===== src/acr_pkg.sv =====
// Constants and register map for the audio channel router
package acr_pkg;
  // System clock and derived rates
  localparam int CLK_HZ = 50000000;
  localparam int FS_HZ = 16000;
  localparam int RATE_DIV = CLK_HZ / FS_HZ;
  localparam int MOD_HZ = 3125000;
  localparam int MOD_DIV = CLK_HZ / MOD_HZ;
  // Sample width of the converters
  localparam int SMP_W = 16;
  // Register byte offsets
  localparam logic [4:0] OFF_CTRL = 5'h00;
  localparam logic [4:0] OFF_IN_CFG = 5'h04;
  localparam logic [4:0] OFF_DGAIN = 5'h08;
  localparam logic [4:0] OFF_RATE = 5'h0c;
  localparam logic [4:0] OFF_OGAIN0 = 5'h10;
  localparam logic [4:0] OFF_OGAIN1 = 5'h14;
  localparam logic [4:0] OFF_STATUS = 5'h18;
  // Control register bit positions
  localparam int CB_ALGO = 0;
  localparam int CB_MONO = 1;
  localparam int CB_RSEL = 2;
  localparam int CB_LSEL = 3;
  localparam int CB_RMUTE = 4;
  localparam int CB_LMUTE = 5;
  localparam int CB_ANALOG = 6;
  localparam int CB_BIAS = 7;
  localparam int CTRL_W = 8;
  // Control reset: algorithm on, stereo, right=ch0, left=ch1, digital mic path
  localparam logic [7:0] CTRL_RST = 8'h09;
  // Input config per channel: [1:0] select, [4:2] preamp, [6:5] high-pass, [7] low-pass
  localparam logic [15:0] IN_CFG_RST = 16'he1e0;
  localparam logic [31:0] DGAIN_RST = 32'h7fff7fff;
  localparam logic [15:0] RATE_RST = 16'(RATE_DIV);
  // Output gain: [15:0] fractional Q1.15, [19:16] signed shift count
  localparam logic [19:0] OGAIN_RST = 20'h07fff;
  localparam int OG_SHIFT = 16;
  localparam int FRAC_BITS = 15;
  localparam logic signed [31:0] SAT_MAX = 32'sh00007fff;
  localparam logic signed [31:0] SAT_MIN = -32'sh00008000;
endpackage : acr_pkg


===== src/acr_sdm_if.sv =====
// Link between the router and one sigma-delta modulator
`timescale 1ns/1ps
`default_nettype none
interface acr_sdm_if;
  logic step;
  logic signed [15:0] level;
  logic bit_out;
  modport host (output step, output level, input bit_out);
  modport mdl (input step, input level, output bit_out);
endinterface : acr_sdm_if
`default_nettype wire


===== src/acr_router.sv =====
// Audio channel router: input settings, output scaling, PDM and analog bit outputs
//
// Our own choices: the address map and register access over Avalon-MM.
`timescale 1ns/1ps
`default_nettype none
module acr_router
  import acr_pkg::*;
#(
  parameter int W = SMP_W
) (
  // Clock and reset
  input wire logic clk,
  input wire logic rst_n,
  // Avalon-MM slave
  input wire logic [4:0] avs_address,
  input wire logic avs_read,
  input wire logic avs_write,
  input wire logic [31:0] avs_writedata,
  output logic [31:0] avs_readdata,
  output logic avs_waitrequest,
  // Converter samples in, gained samples out
  input wire logic signed [W-1:0] adc_sample0,
  input wire logic signed [W-1:0] adc_sample1,
  input wire logic adc_valid,
  output logic adc_rate_strobe,
  output logic signed [W-1:0] gained_sample0,
  output logic signed [W-1:0] gained_sample1,
  output logic gained_valid,
  // Processor results
  input wire logic signed [W-1:0] proc_sample,
  input wire logic signed [W-1:0] raw_sample,
  input wire logic out_valid,
  // Analog front-end settings
  output logic [7:0] in_cfg0,
  output logic [7:0] in_cfg1,
  output logic mic_bias_setting,
  // Pins
  input wire logic external_clock_in,
  input wire logic algorithm_select_pin,
  output logic pdm_data_out,
  output logic pdm_data_oe,
  output logic analog_out_zero,
  output logic analog_out_one
);
  // Register map, one 32-bit word per byte offset, word aligned:
  //   CTRL     algorithm enable, mono, right and left channel select,
  //            right and left mute, analog path, mic bias
  //   IN_CFG   front-end settings, channel 0 in the low byte, channel 1 above
  //            [1:0] input select, [4:2] preamp, [6:5] high-pass, [7] low-pass
  //   DGAIN    input digital gain, Q1.15, channel 0 in the low half
  //   RATE     converter sample-rate divider, in system clocks
  //   OGAIN0/1 output gain, Q1.15 fraction plus a signed 4-bit shift
  //   STATUS   read-only: effective algorithm state and synchronised pins
  // Unmapped offsets read zero and ignore writes; writes to STATUS are dropped.
  // Software may change any field at any time; the converter rate should only
  // be changed with the algorithm off, since the processor relies on it.

  // All module state in one record; the next-state logic edits a copy of it
  typedef struct packed {
    logic [CTRL_W-1:0] ctrl;
    logic [15:0] in_cfg;
    logic [31:0] dgain;
    logic [15:0] rate;
    logic [19:0] og0;
    logic [19:0] og1;
    logic ack;
    logic [31:0] rdata;
    logic [2:0] ck_sync;
    logic [1:0] al_sync;
    logic [15:0] rate_cnt;
    logic rate_stb;
    logic [7:0] div_cnt;
    logic signed [W-1:0] ch0;
    logic signed [W-1:0] ch1;
    logic signed [W-1:0] g0;
    logic signed [W-1:0] g1;
    logic gvalid;
    logic pdm;
    logic a0;
    logic a1;
  } acr_st_type;

  acr_st_type st_q, st_d;

  initial begin
    if (W != SMP_W) $error("acr_router: W must equal the converter width");
    if (MOD_DIV < 2 || MOD_DIV > 256) $error("acr_router: modulator divider out of range");
    if (RATE_DIV < 1 || RATE_DIV > 65535) $error("acr_router: sample-rate divider out of range");
  end

  // Multiply by Q1.15 fraction, then signed shift, then saturate.
  // Saturation follows the shift, so a large positive shift clips at full
  // scale instead of wrapping into the opposite sign.
  function automatic logic signed [W-1:0] scale(input logic signed [W-1:0] x,
                                                 input logic [19:0] g);
    logic signed [31:0] v;
    logic signed [3:0] sh;
    v = 32'(x) * 32'(signed'(g[15:0]));
    v = v >>> FRAC_BITS;
    sh = signed'(g[OG_SHIFT+3:OG_SHIFT]);
    if (sh >= 0) v = v <<< sh;
    else v = v >>> (-sh);
    if (v > SAT_MAX) v = SAT_MAX;
    if (v < SAT_MIN) v = SAT_MIN;
    scale = v[W-1:0];
  endfunction : scale

  // Decoded control, pin edges and modulator links
  logic algo_eff;
  logic ck_rise;
  logic ck_fall;
  logic step;
  logic req;
  logic [31:0] rd_mux;
  logic [1:0] mod_bit;
  logic signed [W-1:0] mod_level [2];

  // Pin overrides: a high algorithm pin inverts the software bit.
  // Only the synchronised level is used, so both channels always see the
  // same algorithm state within one cycle.
  assign algo_eff = st_q.ctrl[CB_ALGO] ^ st_q.al_sync[1];
  assign ck_rise = st_q.ck_sync[1] & ~st_q.ck_sync[2];
  assign ck_fall = ~st_q.ck_sync[1] & st_q.ck_sync[2];
  // Modulators step on host clock rise, or on the internal divider for analog.
  // On the analog path the host clock may be absent altogether, so the
  // divider keeps the modulators running on their own.
  assign step = st_q.ctrl[CB_ANALOG] ? (st_q.div_cnt == 8'(MOD_DIV - 1)) : ck_rise;
  assign req = avs_read | avs_write;

  // Read multiplexer; unmapped addresses read zero.
  // Status bits are live synchronised levels, handy to see the host clock toggle.
  always_comb begin
    case (avs_address)
      OFF_CTRL: rd_mux = 32'(st_q.ctrl);
      OFF_IN_CFG: rd_mux = 32'(st_q.in_cfg);
      OFF_DGAIN: rd_mux = st_q.dgain;
      OFF_RATE: rd_mux = 32'(st_q.rate);
      OFF_OGAIN0: rd_mux = 32'(st_q.og0);
      OFF_OGAIN1: rd_mux = 32'(st_q.og1);
      OFF_STATUS: rd_mux = {29'h0, st_q.ck_sync[1], st_q.al_sync[1], algo_eff};
      default: rd_mux = 32'h0;
    endcase
  end

  // Next-state logic
  always_comb begin
    logic signed [31:0] p0;
    logic signed [31:0] p1;
    p0 = '0;
    p1 = '0;
    st_d = st_q;
    // Two-stage synchronisers, third stage only for edge finding.
    // The host bit clock is unrelated to clk, so only stage two reads stage
    // one; stage three merely remembers the previous settled level.
    st_d.ck_sync = {st_q.ck_sync[1:0], external_clock_in};
    st_d.al_sync = {st_q.al_sync[0], algorithm_select_pin};
    // Bus: every request waits exactly one cycle. Read data are captured in
    // the wait cycle, so they stand still at the edge where the master sees
    // waitrequest low; a write lands at that same edge. A request held past
    // that edge simply starts a fresh two-cycle access.
    st_d.ack = req & ~st_q.ack;
    if (req && !st_q.ack) begin
      st_d.rdata = rd_mux;
    end
    if (avs_write && st_q.ack) begin
      case (avs_address)
        OFF_CTRL: st_d.ctrl = avs_writedata[CTRL_W-1:0];
        OFF_IN_CFG: st_d.in_cfg = avs_writedata[15:0];
        OFF_DGAIN: st_d.dgain = avs_writedata;
        OFF_RATE: st_d.rate = avs_writedata[15:0];
        OFF_OGAIN0: st_d.og0 = avs_writedata[19:0];
        OFF_OGAIN1: st_d.og1 = avs_writedata[19:0];
        default: st_d.rate = st_q.rate;
      endcase
    end
    // Sample-rate strobe; a zero or one divider still strobes every cycle.
    // Rewriting the divider below the running count gives one early strobe,
    // traded for not having to clear the counter on every write.
    st_d.rate_stb = 1'b0;
    if (st_q.rate_cnt + 16'h1 >= st_q.rate) begin
      st_d.rate_cnt = 16'h0;
      st_d.rate_stb = 1'b1;
    end else begin
      st_d.rate_cnt = st_q.rate_cnt + 16'h1;
    end
    // Input digital gain, Q1.15 per converter channel.
    // Products are truncated, not saturated: a positive Q1.15 gain is below
    // one, so a full-scale sample cannot overflow.
    st_d.gvalid = adc_valid;
    if (adc_valid) begin
      p0 = (32'(adc_sample0) * 32'(signed'(st_q.dgain[15:0]))) >>> FRAC_BITS;
      p1 = (32'(adc_sample1) * 32'(signed'(st_q.dgain[31:16]))) >>> FRAC_BITS;
      st_d.g0 = p0[W-1:0];
      st_d.g1 = p1[W-1:0];
    end
    // Channel routing follows the live algorithm state, so a toggle swaps them.
    // The swap takes effect at the next processor result; the modulators are
    // not drained, so a few bits of the old content may still follow.
    if (out_valid) begin
      st_d.ch0 = scale(algo_eff ? proc_sample : raw_sample, st_q.og0);
      st_d.ch1 = scale(algo_eff ? raw_sample : proc_sample, st_q.og1);
    end
    // Internal modulator clock divider for the analog path
    // It free-runs in every mode; only the analog path listens to it.
    st_d.div_cnt = (st_q.div_cnt == 8'(MOD_DIV - 1)) ? 8'h0 : st_q.div_cnt + 8'h1;
    // Digital mic: right side on rising edge, left side on falling edge.
    // The output flop changes about three system clocks after the pin edge,
    // well inside half of the fastest host period, so each side is settled
    // when the host samples it on the opposite edge. A muted side drives zero
    // rather than releasing the pin, so the host never reads a floating line.
    if (ck_rise) begin
      st_d.pdm = st_q.ctrl[CB_RMUTE] ? 1'b0 :
                 (st_q.ctrl[CB_RSEL] ? mod_bit[1] : mod_bit[0]);
    end else if (ck_fall) begin
      st_d.pdm = st_q.ctrl[CB_LMUTE] ? 1'b0 :
                 (st_q.ctrl[CB_LSEL] ? mod_bit[1] : mod_bit[0]);
    end
    // Analog bit streams: stereo carries both, mono inverts channel 0.
    // Both pins update on the same step, so the pair never skews by a bit.
    if (step) begin
      st_d.a0 = mod_bit[0];
      st_d.a1 = st_q.ctrl[CB_MONO] ? ~mod_bit[0] : mod_bit[1];
    end
  end

  // Modulator levels come straight from the channel registers
  assign mod_level[0] = st_q.ch0;
  assign mod_level[1] = st_q.ch1;

  // One modulator per output channel; both share one step, taken at the host clock rise on the digital mic path, so the right
  // side of a host period carries the bit from before that step and the left side the bit from after it
  for (genvar i = 0; i < 2; i++) begin : g_mod
    acr_sdm_if link ();
    assign link.step = step;
    assign link.level = mod_level[i];
    assign mod_bit[i] = link.bit_out;
    acr_sdm #(.W(W)) u_sdm (
      .clk(clk),
      .rst_n(rst_n),
      .sdm(link.mdl)
    );
  end

  // State register; programmable registers take their preset values.
  // Everything else restarts from zero, so the modulators begin from an
  // empty integrator and the pdm and analog data pins start low.
  always_ff @(posedge clk or negedge rst_n) begin
    if (!rst_n) begin
      st_q <= '0;
      st_q.ctrl <= CTRL_RST;
      st_q.in_cfg <= IN_CFG_RST;
      st_q.dgain <= DGAIN_RST;
      st_q.rate <= RATE_RST;
      st_q.og0 <= OGAIN_RST;
      st_q.og1 <= OGAIN_RST;
    end else begin
      st_q <= st_d;
    end
  end

  // Outputs
  // Waitrequest is combinational so the wait cycle costs no extra latency
  assign avs_waitrequest = req & ~st_q.ack;
  assign avs_readdata = st_q.rdata;
  assign adc_rate_strobe = st_q.rate_stb;
  assign gained_sample0 = st_q.g0;
  assign gained_sample1 = st_q.g1;
  assign gained_valid = st_q.gvalid;
  assign in_cfg0 = st_q.in_cfg[7:0];
  assign in_cfg1 = st_q.in_cfg[15:8];
  assign mic_bias_setting = st_q.ctrl[CB_BIAS];
  assign pdm_data_out = st_q.pdm;
  assign pdm_data_oe = ~st_q.ctrl[CB_ANALOG]; // Drives only on the digital mic path
  assign analog_out_zero = st_q.a0;
  assign analog_out_one = st_q.a1;
endmodule : acr_router
`default_nettype wire


===== src/acr_sdm.sv =====
// First-order sigma-delta modulator producing a pulse-density bit
`timescale 1ns/1ps
`default_nettype none
module acr_sdm
  import acr_pkg::*;
#(
  parameter int W = SMP_W
) (
  // Clock and reset
  input wire logic clk,
  input wire logic rst_n,
  // Modulator link
  acr_sdm_if.mdl sdm
);
  typedef struct packed {
    logic signed [W+1:0] acc;
    logic bit_q;
  } acr_sdm_st_type;

  acr_sdm_st_type st_q, st_d;

  initial begin
    if (W < 4 || W > 16) $error("acr_sdm: W out of range");
  end

  // Integrate error against full-scale feedback once per step
  always_comb begin
    logic signed [W+1:0] fb;
    fb = st_q.bit_q ? (W+2)'(1 <<< (W-1)) : -(W+2)'(1 <<< (W-1));
    st_d = st_q;
    if (sdm.step) begin
      st_d.acc = st_q.acc + (W+2)'(sdm.level) - fb;
      st_d.bit_q = ~st_d.acc[W+1];
    end
  end

  always_ff @(posedge clk or negedge rst_n) begin
    if (!rst_n) begin
      st_q <= '0;
    end else begin
      st_q <= st_d;
    end
  end

  assign sdm.bit_out = st_q.bit_q;
endmodule : acr_sdm
`default_nettype wire


===== config.mk =====
export PLATFORM = sky130hd
export DESIGN_NAME = acr_router
export DESIGN_NICKNAME = d
export VERILOG_FILES = /design/src/acr_pkg.sv /design/src/acr_sdm_if.sv /design/src/acr_router.sv /design/src/acr_sdm.sv
export SDC_FILE = /design/constraint.sdc
export NUM_CORES = 2
export LEC_CHECK = 0
export BUFFER_PORTS_ARGS = -buffer_cell sky130_fd_sc_hd__buf_2
export CAP_MARGIN = 10
export CELL_PAD_IN_SITES_DETAIL_PLACEMENT = 1
export CELL_PAD_IN_SITES_GLOBAL_PLACEMENT = 1
export CORE_MARGIN = 2
export CORE_UTILIZATION = 46
export DETAILED_ROUTE_END_ITERATION = 12
export GPL_TIMING_DRIVEN = 0
export PLACE_DENSITY_LB_ADDON = 0.1
export SLEW_MARGIN = 5
export SYNTH_ARGS = -nofsm -noshare
export SYNTH_HDL_FRONTEND = slang
export SYNTH_HIERARCHICAL = 1
export SYNTH_SLANG_ARGS = --single-unit

===== constraint.sdc =====
create_clock -name clk -period 8.8 [get_ports clk]
set_clock_uncertainty 0.05 [all_clocks]
set_input_delay 0.88 -clock clk [delete_from_list [all_inputs] [get_ports clk]]
set_output_delay 0.88 -clock clk [all_outputs]
set_load 0.02 [all_outputs]

; ---- Yosys cells after proc, flatten, opt, wreduce, memory -nomap -nowiden
; Index checks and enable logic that the tools add are counted.
[totals]
reg_bits = 281
in_bits = 109
out_inout_bits = 88
[classes]
addsub = 8
n_mul = 4
magnitude_cmp = 7
n_eq_ne = 7
shift = 4
mux = 26
bitwise = 12
n_reduce_logical = 11
[ops]
columns = op, n
row1 = $mux 32, 8
row2 = $pmux 32 s7, 1
row3 = $mux 16, 5
row4 = $gt 32x16->1 const B, 2
row5 = $lt 32x16->1 const B, 2
row6 = $mul 16x16->32, 2
row7 = $sshl 17x4->32, 2
row8 = $sshr 17x4->32, 2
row9 = $mul 16x16->31, 2
row10 = $add 18x16->18, 2
row11 = $mux 18, 2
row12 = $sub 18x18->18, 2
row13 = $add 16x1->16 const B, 1
row14 = $ge 16x16->1, 1
row15 = $eq 5x5->1 const B, 3
row16 = $reduce_and 2->1, 6
row17 = $eq 5x4->1 const B, 2
row18 = $mux 1, 9
row19 = $add 8x1->8 const B, 1
row20 = $eq 8x4->1 const B, 1
row21 = $ge 4x1->1 const B, 2
row22 = $mux 8, 1
row23 = $neg 4->4, 2
row24 = $not 1->1, 7
row25 = 8 further kinds, 11

; ---- Depth between registers and ports, before layout
[depth]
word_depth = 11
mapped_depth = 33

; ---- Modules after synthesis
; Netlist, hierarchy kept.
[modules_own_cells]
columns = mod, instances, cells_each, area_each_um2, seq_area_each_um2
row1 = acr_router, 1, 5704, 52778.1, 6174.7
row2 = acr_sdm, 2, 253, 2049.5, 475.5

; ---- Least setup slack after synthesis
; No wires, ideal clock.
[synth_path]
path_type = reg-to-reg
from = register st_q[94] (netlist bit)
to = register st_q (netlist bit g_mod[0].link.level[11])
t_arrival_ps = 8488
path_slack_ps = 185
stages_incl_launch_ff = 32
path_buffers = 3
path_cell_list = dfrtp_1 > xnor2_4 > clkbuf_1 > mux2_2 > clkbuf_1 > nand2_1 > inv_1 > fa_1 > inv_1 > fa_1 > fa_1 > inv_1 > fa_1 > fa_1 > inv_1 > fa_1 > inv_1 > ha_1 > and4_1 > and3_1 > nand3_1 > or4_4 > a21boi_2 > or3_1 > and2_2 > mux4_2 > o211ai_1 > nor3_1 > or4b_1 > o32a_1 > buf_6 > o2bb2ai_1
[synth_via]
elab_chain_cells = 11
elab_cells_between_ends = 12
[synth_lines]
columns = item, line
row1 = from (decl), acr_router.sv:83  ; acr_st_type st_q, st_d;
row2 = from (signal assigned), acr_router.sv:257  ; st_q <= st_d;
row3 = $xor 1x1->1 (*), acr_router.sv:121  ; assign algo_eff = st_q.ctrl[CB_ALGO] ^ st_q.al_sync[1];
row4 = $mux 16 (*), acr_router.sv:200  ; st_d.ch0 = scale(algo_eff ? proc_sample : raw_sample, st_q.og0);
row5 = $mul 16x16->32 (*), acr_router.sv:98  ; v = 32'(x) * 32'(signed'(g[15:0]));
row6 = $sshr 17x4->32 / $sshl 17x4->32 (equally long branches), "acr_router.sv:102, acr_router.sv:101"
row7 = $mux 32 (*), acr_router.sv:101  ; if (sh >= 0) v = v <<< sh;
row8 = $mux 32 (*), acr_router.sv:199  ; if (out_valid) begin
row9 = $gt 32x16->1, acr_router.sv:103  ; if (v > SAT_MAX) v = SAT_MAX;
row10 = $mux 32 (*), acr_router.sv:103
row11 = $mux 32 (*), acr_router.sv:199
row12 = $lt 32x16->1, acr_router.sv:104  ; if (v < SAT_MIN) v = SAT_MIN;
row13 = $mux 16 (*), acr_router.sv:104
; Mark *: on every way between the ends. The rest lies on a longest branch, timed or not. The select of a mux whose other input is x is not followed.
; A chain may end at the register's enable or synchronous reset.

; ---- Final worst setup path
[layout_path]
from = register st_q[235] (netlist bit)
to = register st_q (netlist bit g_mod[1].link.level[14])
[layout_via]
elab_chain_cells = 11
elab_cells_between_ends = 12
[layout_lines]
columns = item, line
row1 = $xor 1x1->1 (*), acr_router.sv:121
row2 = $mux 16 (*), acr_router.sv:201  ; st_d.ch1 = scale(algo_eff ? raw_sample : proc_sample, st_q.og1);
row3 = $mul 16x16->32 (*), acr_router.sv:98
row4 = $sshr 17x4->32 / $sshl 17x4->32 (equally long branches), "acr_router.sv:102, acr_router.sv:101"
row5 = $mux 32 (*), acr_router.sv:101
row6 = $mux 32 (*), acr_router.sv:199
row7 = $gt 32x16->1, acr_router.sv:103
row8 = $mux 32 (*), acr_router.sv:103
row9 = $mux 32 (*), acr_router.sv:199
row10 = $lt 32x16->1, acr_router.sv:104
row11 = $mux 16 (*), acr_router.sv:104
; Marks and branches as above.

==> Implementation_results.wiki <==
{| class="wikitable"
! Metric !! Value
|-
| Number of failing hold endpoints at the final stage || 0
|-
| Number of global-route vias before repair || 49400
|-
| Final WL || 187000 um
|-
| Cell type group with the largest total delay on the critical path || adder cells
|-
| Total number of vias || 44500
|-
| Standard cell area after detailed placement || 0.0600 mm^2
|-
| Endpoints failing setup || 30
|-
| Register area share after synthesis || 12.5%
|-
| Number of standard cells in the final layout excluding fillers || 8206
|-
| Maximum number of pins on one net before global-route repair || 108
|-
| Fraction of synthesized cell area taken by the top area cell type || 36.4%
|-
| Initial Utilization || 46.2%
|-
| Drt initial violations || 2517
|-
| Boundary pin count || 197
|-
| Number of buffer and inverter stages on the critical path || 10
|-
| Number of distinct standard cells referenced by the synthesized netlist || 113
|-
| Clock latency on the worst-skew pair || 0.61 ns
|-
| Share of layout cells above drive strength 1 || 15.2%
|-
| Post-synthesis cell type with the largest combined area || sky130_fd_sc_hd__fa_1
|-
| Dpl cells || 8043
|-
| Violations in the final reports || negative setup slack
|-
| Post-synth design cell area || 0.0569 mm^2
|-
| Worst max-slew margin expressed relative to the limit || 21.5%
|-
| Half-perimeter wire length after placement || 153000 um
|-
| Req. time, crit path || 9.28 ns
|-
| Number of vias per cell after detailed routing || 5.43
|-
| # hold bufs at CTS || 0
|-
| FFs w/ async S/R, synth || 100%
|-
| Cell types with the largest area share after synthesis || sky130_fd_sc_hd__fa_1 36%, sky130_fd_sc_hd__dfrtp_1 9.1%, sky130_fd_sc_hd__ha_1 8.7%
|-
| Final RePlAce weighted congestion || 0.927
|-
| Die width || 356 um
|-
| Dominant register cell in the synthesized netlist || sky130_fd_sc_hd__dfrtp_1
|-
| Smallest setup slack after layout || -0.172 ns
|-
| Number of detailed-routing iterations run before antenna repair || 7
|-
| Buffer levels on the longest clock path || 3
|-
| Type of origin of the critical path || flip-flop
|-
| Post-route DRC violation count || 0
|-
| Commonest non-fill, non-tap cell in the layout || sky130_fd_sc_hd__inv_1
|-
| Number of synthesized register bits || 281
|-
| Total nets after synthesis || 7750
|-
| Largest stage delay on the critical path || 0.61 ns
|-
| Data arrival at the endpoint of the critical path || 9.45 ns
|-
| NumNets Final || 8073
|-
| Initial antenna violation count || 17
|-
| Met3 Routed Length || 11400 um
|-
| Number of synthesized flops with an enable pin || 0
|-
| Global routing usage summed across all routing layers || 30.3%
|-
| Highest routed layer || met5
|-
| Fraction of the cycle the final worst path needs || 102%
|-
| Mapped Cells || 6210
|-
| Worst setup path class || reg -> reg
|-
| CTS tree || built
|-
| Total global routing overflow || 0
|-
| Post-DR wirelength/cell || 22.8 um
|-
| Met2 Routed Length || 87700 um
|-
| Clk root buf || sky130_fd_sc_hd__clkbuf_16
|-
| Count of yosys warnings during synthesis || 6
|-
| Maximum Capacitance Violations || 0
|-
| Status || finished, violations left
|-
| Least-Margin Pin Slew || 1.18 ns
|-
| Critical-path maximum fanout || 6
|-
| Clock tree sinks || 281
|-
| Max Transition Viols Final || 0
|-
| Slowest cell on crit path || sky130_fd_sc_hd__dfstp_2
|-
| Floorplan Core Area || 0.123 mm^2
|-
| First-pass GRT wire length || 293000 um
|-
| Category of the worst setup path capture point || flip-flop
|-
| Worst min-delay path category || in -> async
|-
| Synthesis-to-finish area growth || 12.5%
|-
| Most used cells in the layout excluding fill and tap cells || 1298 x sky130_fd_sc_hd__inv_1, 1015 x sky130_fd_sc_hd__fa_1, 744 x sky130_fd_sc_hd__nand2_1
|-
| Number of H-tree levels || 2
|-
| Total number of placement rows || 129
|-
| Antenna violation net count after detailed routing || 0
|-
| Most Frequent Cell on Critical Path || sky130_fd_sc_hd__fa_1
|-
| Die boundary height || 356 um
|-
| Post-CTS clock slew at the launch and capture registers of the worst setup and hold paths || 0.06 ns
|-
| Die Area || 0.126 mm^2
|-
| Post-route cell area || 0.0640 mm^2
|-
| Achievable Freq || 111 MHz
|-
| Final setup TNS || -3.59 ns
|-
| Inserted Clock Buffers || 39
|-
| Clock period minus final worst setup slack || 8.97 ns
|-
| RSZ-0062 raised after global routing || true
|-
| Avg Inst Size Synth || 9.16 um^2
|-
| M1 wire length || 82800 um
|-
| Port Buf Inserts || 194
|}
## path summary, 6_finish.rpt
kind / slack [ns] / endpoint / depth (start not counted) / startpoint
min in group clk: 0.34 / st_d[96] / 1 / external_clock_in
worst max-delay path: -0.17 / g_mod[1].link.level[14] / 32 / st_q[235]
worst min register to register: 0.43 / avs_readdata[23] / 2 / avs_readdata[23]
worst min-delay path: 0.25 / g_mod[0].u_sdm/st_q[5] / 1 / rst_n
worst max register to register: -0.17 / g_mod[1].link.level[14] / 32 / st_q[235]
max in group asynchronous: 6.85 / st_q[192] / 3 / rst_n
## layer usage
layer	track usage (%)	vias to the layer above
met3	4.71	264
met4	7.69	10
met1	42.5	23400
li1	-	19800
met5	0	-
met2	49.2	1080
## cell type report
class,count,area [um^2]
Fill cell,14200,59100
Multi-Input combinational cell,4250,44400
Sequential cell,281,7130
Inverter,1313,4930
Timing Repair Buffer,308,2090
Tap cell,1637,2050
Buffer,340,2020
Clock buffer,53,1080
Clock inverter,18,249
Antenna cell,6,15.0
## state kept, by name, summed over array words and instances, names as in the netlist, 2 cells and up
name / count
st_q: 122
g_mod.u_sdm/st_q: 36
avs_readdata: 32
g_mod.link.level: 32
gained_sample0: 16
gained_sample1: 16
in_cfg0: 8
in_cfg1: 8
st_d: 3
g_mod.u_sdm/sdm.bit_out: 2
## Yosys cell counts (all sizes together), types with 53 or more instances
cell type     n
fa         1034
nor2        173
a21oi       173
ha          397
a21o         53
nand2       755
xnor2       117
inv        1312
and2        438
nand3        67
dfrtp       206
mux2        164
o21ai       171
dfstp        75
buf         114
clkbuf      252
mux2i        83
## cells by family after synthesis
group	count (synthesis)	share of synthesized area [%]
compound gates	701	8.42
simple gates	1706	14.6
buf+inv	1679	11.7
xor+xnor	154	2.40
mux	258	5.19
fa+ha+maj	1431	45.1
flops	281	12.5
## through the flow
step	hold slack, ns	util (%)	worst slack [ns]
after floorplan	0.281	-	0.185
after global placement	0.401	48.6	-2.17
after detailed placement	0.411	48.7	-2.33
after CTS	0.249	51.1	-0.0537
after global routing	0.277	52.0	-0.377
final	0.246	52.0	-0.172
## what timing repair did
item | CTS | global route
setup buffers | 72 | 36
pin swaps | 62 | 71
setup endpoints to repair | 34 | 33
gates cloned | 1 | 3
resized for setup | 264 | 162
Power is left out: the tool's default activity adds up to more than one toggle a clock period on the data nets, which glitch-free logic cannot reach.
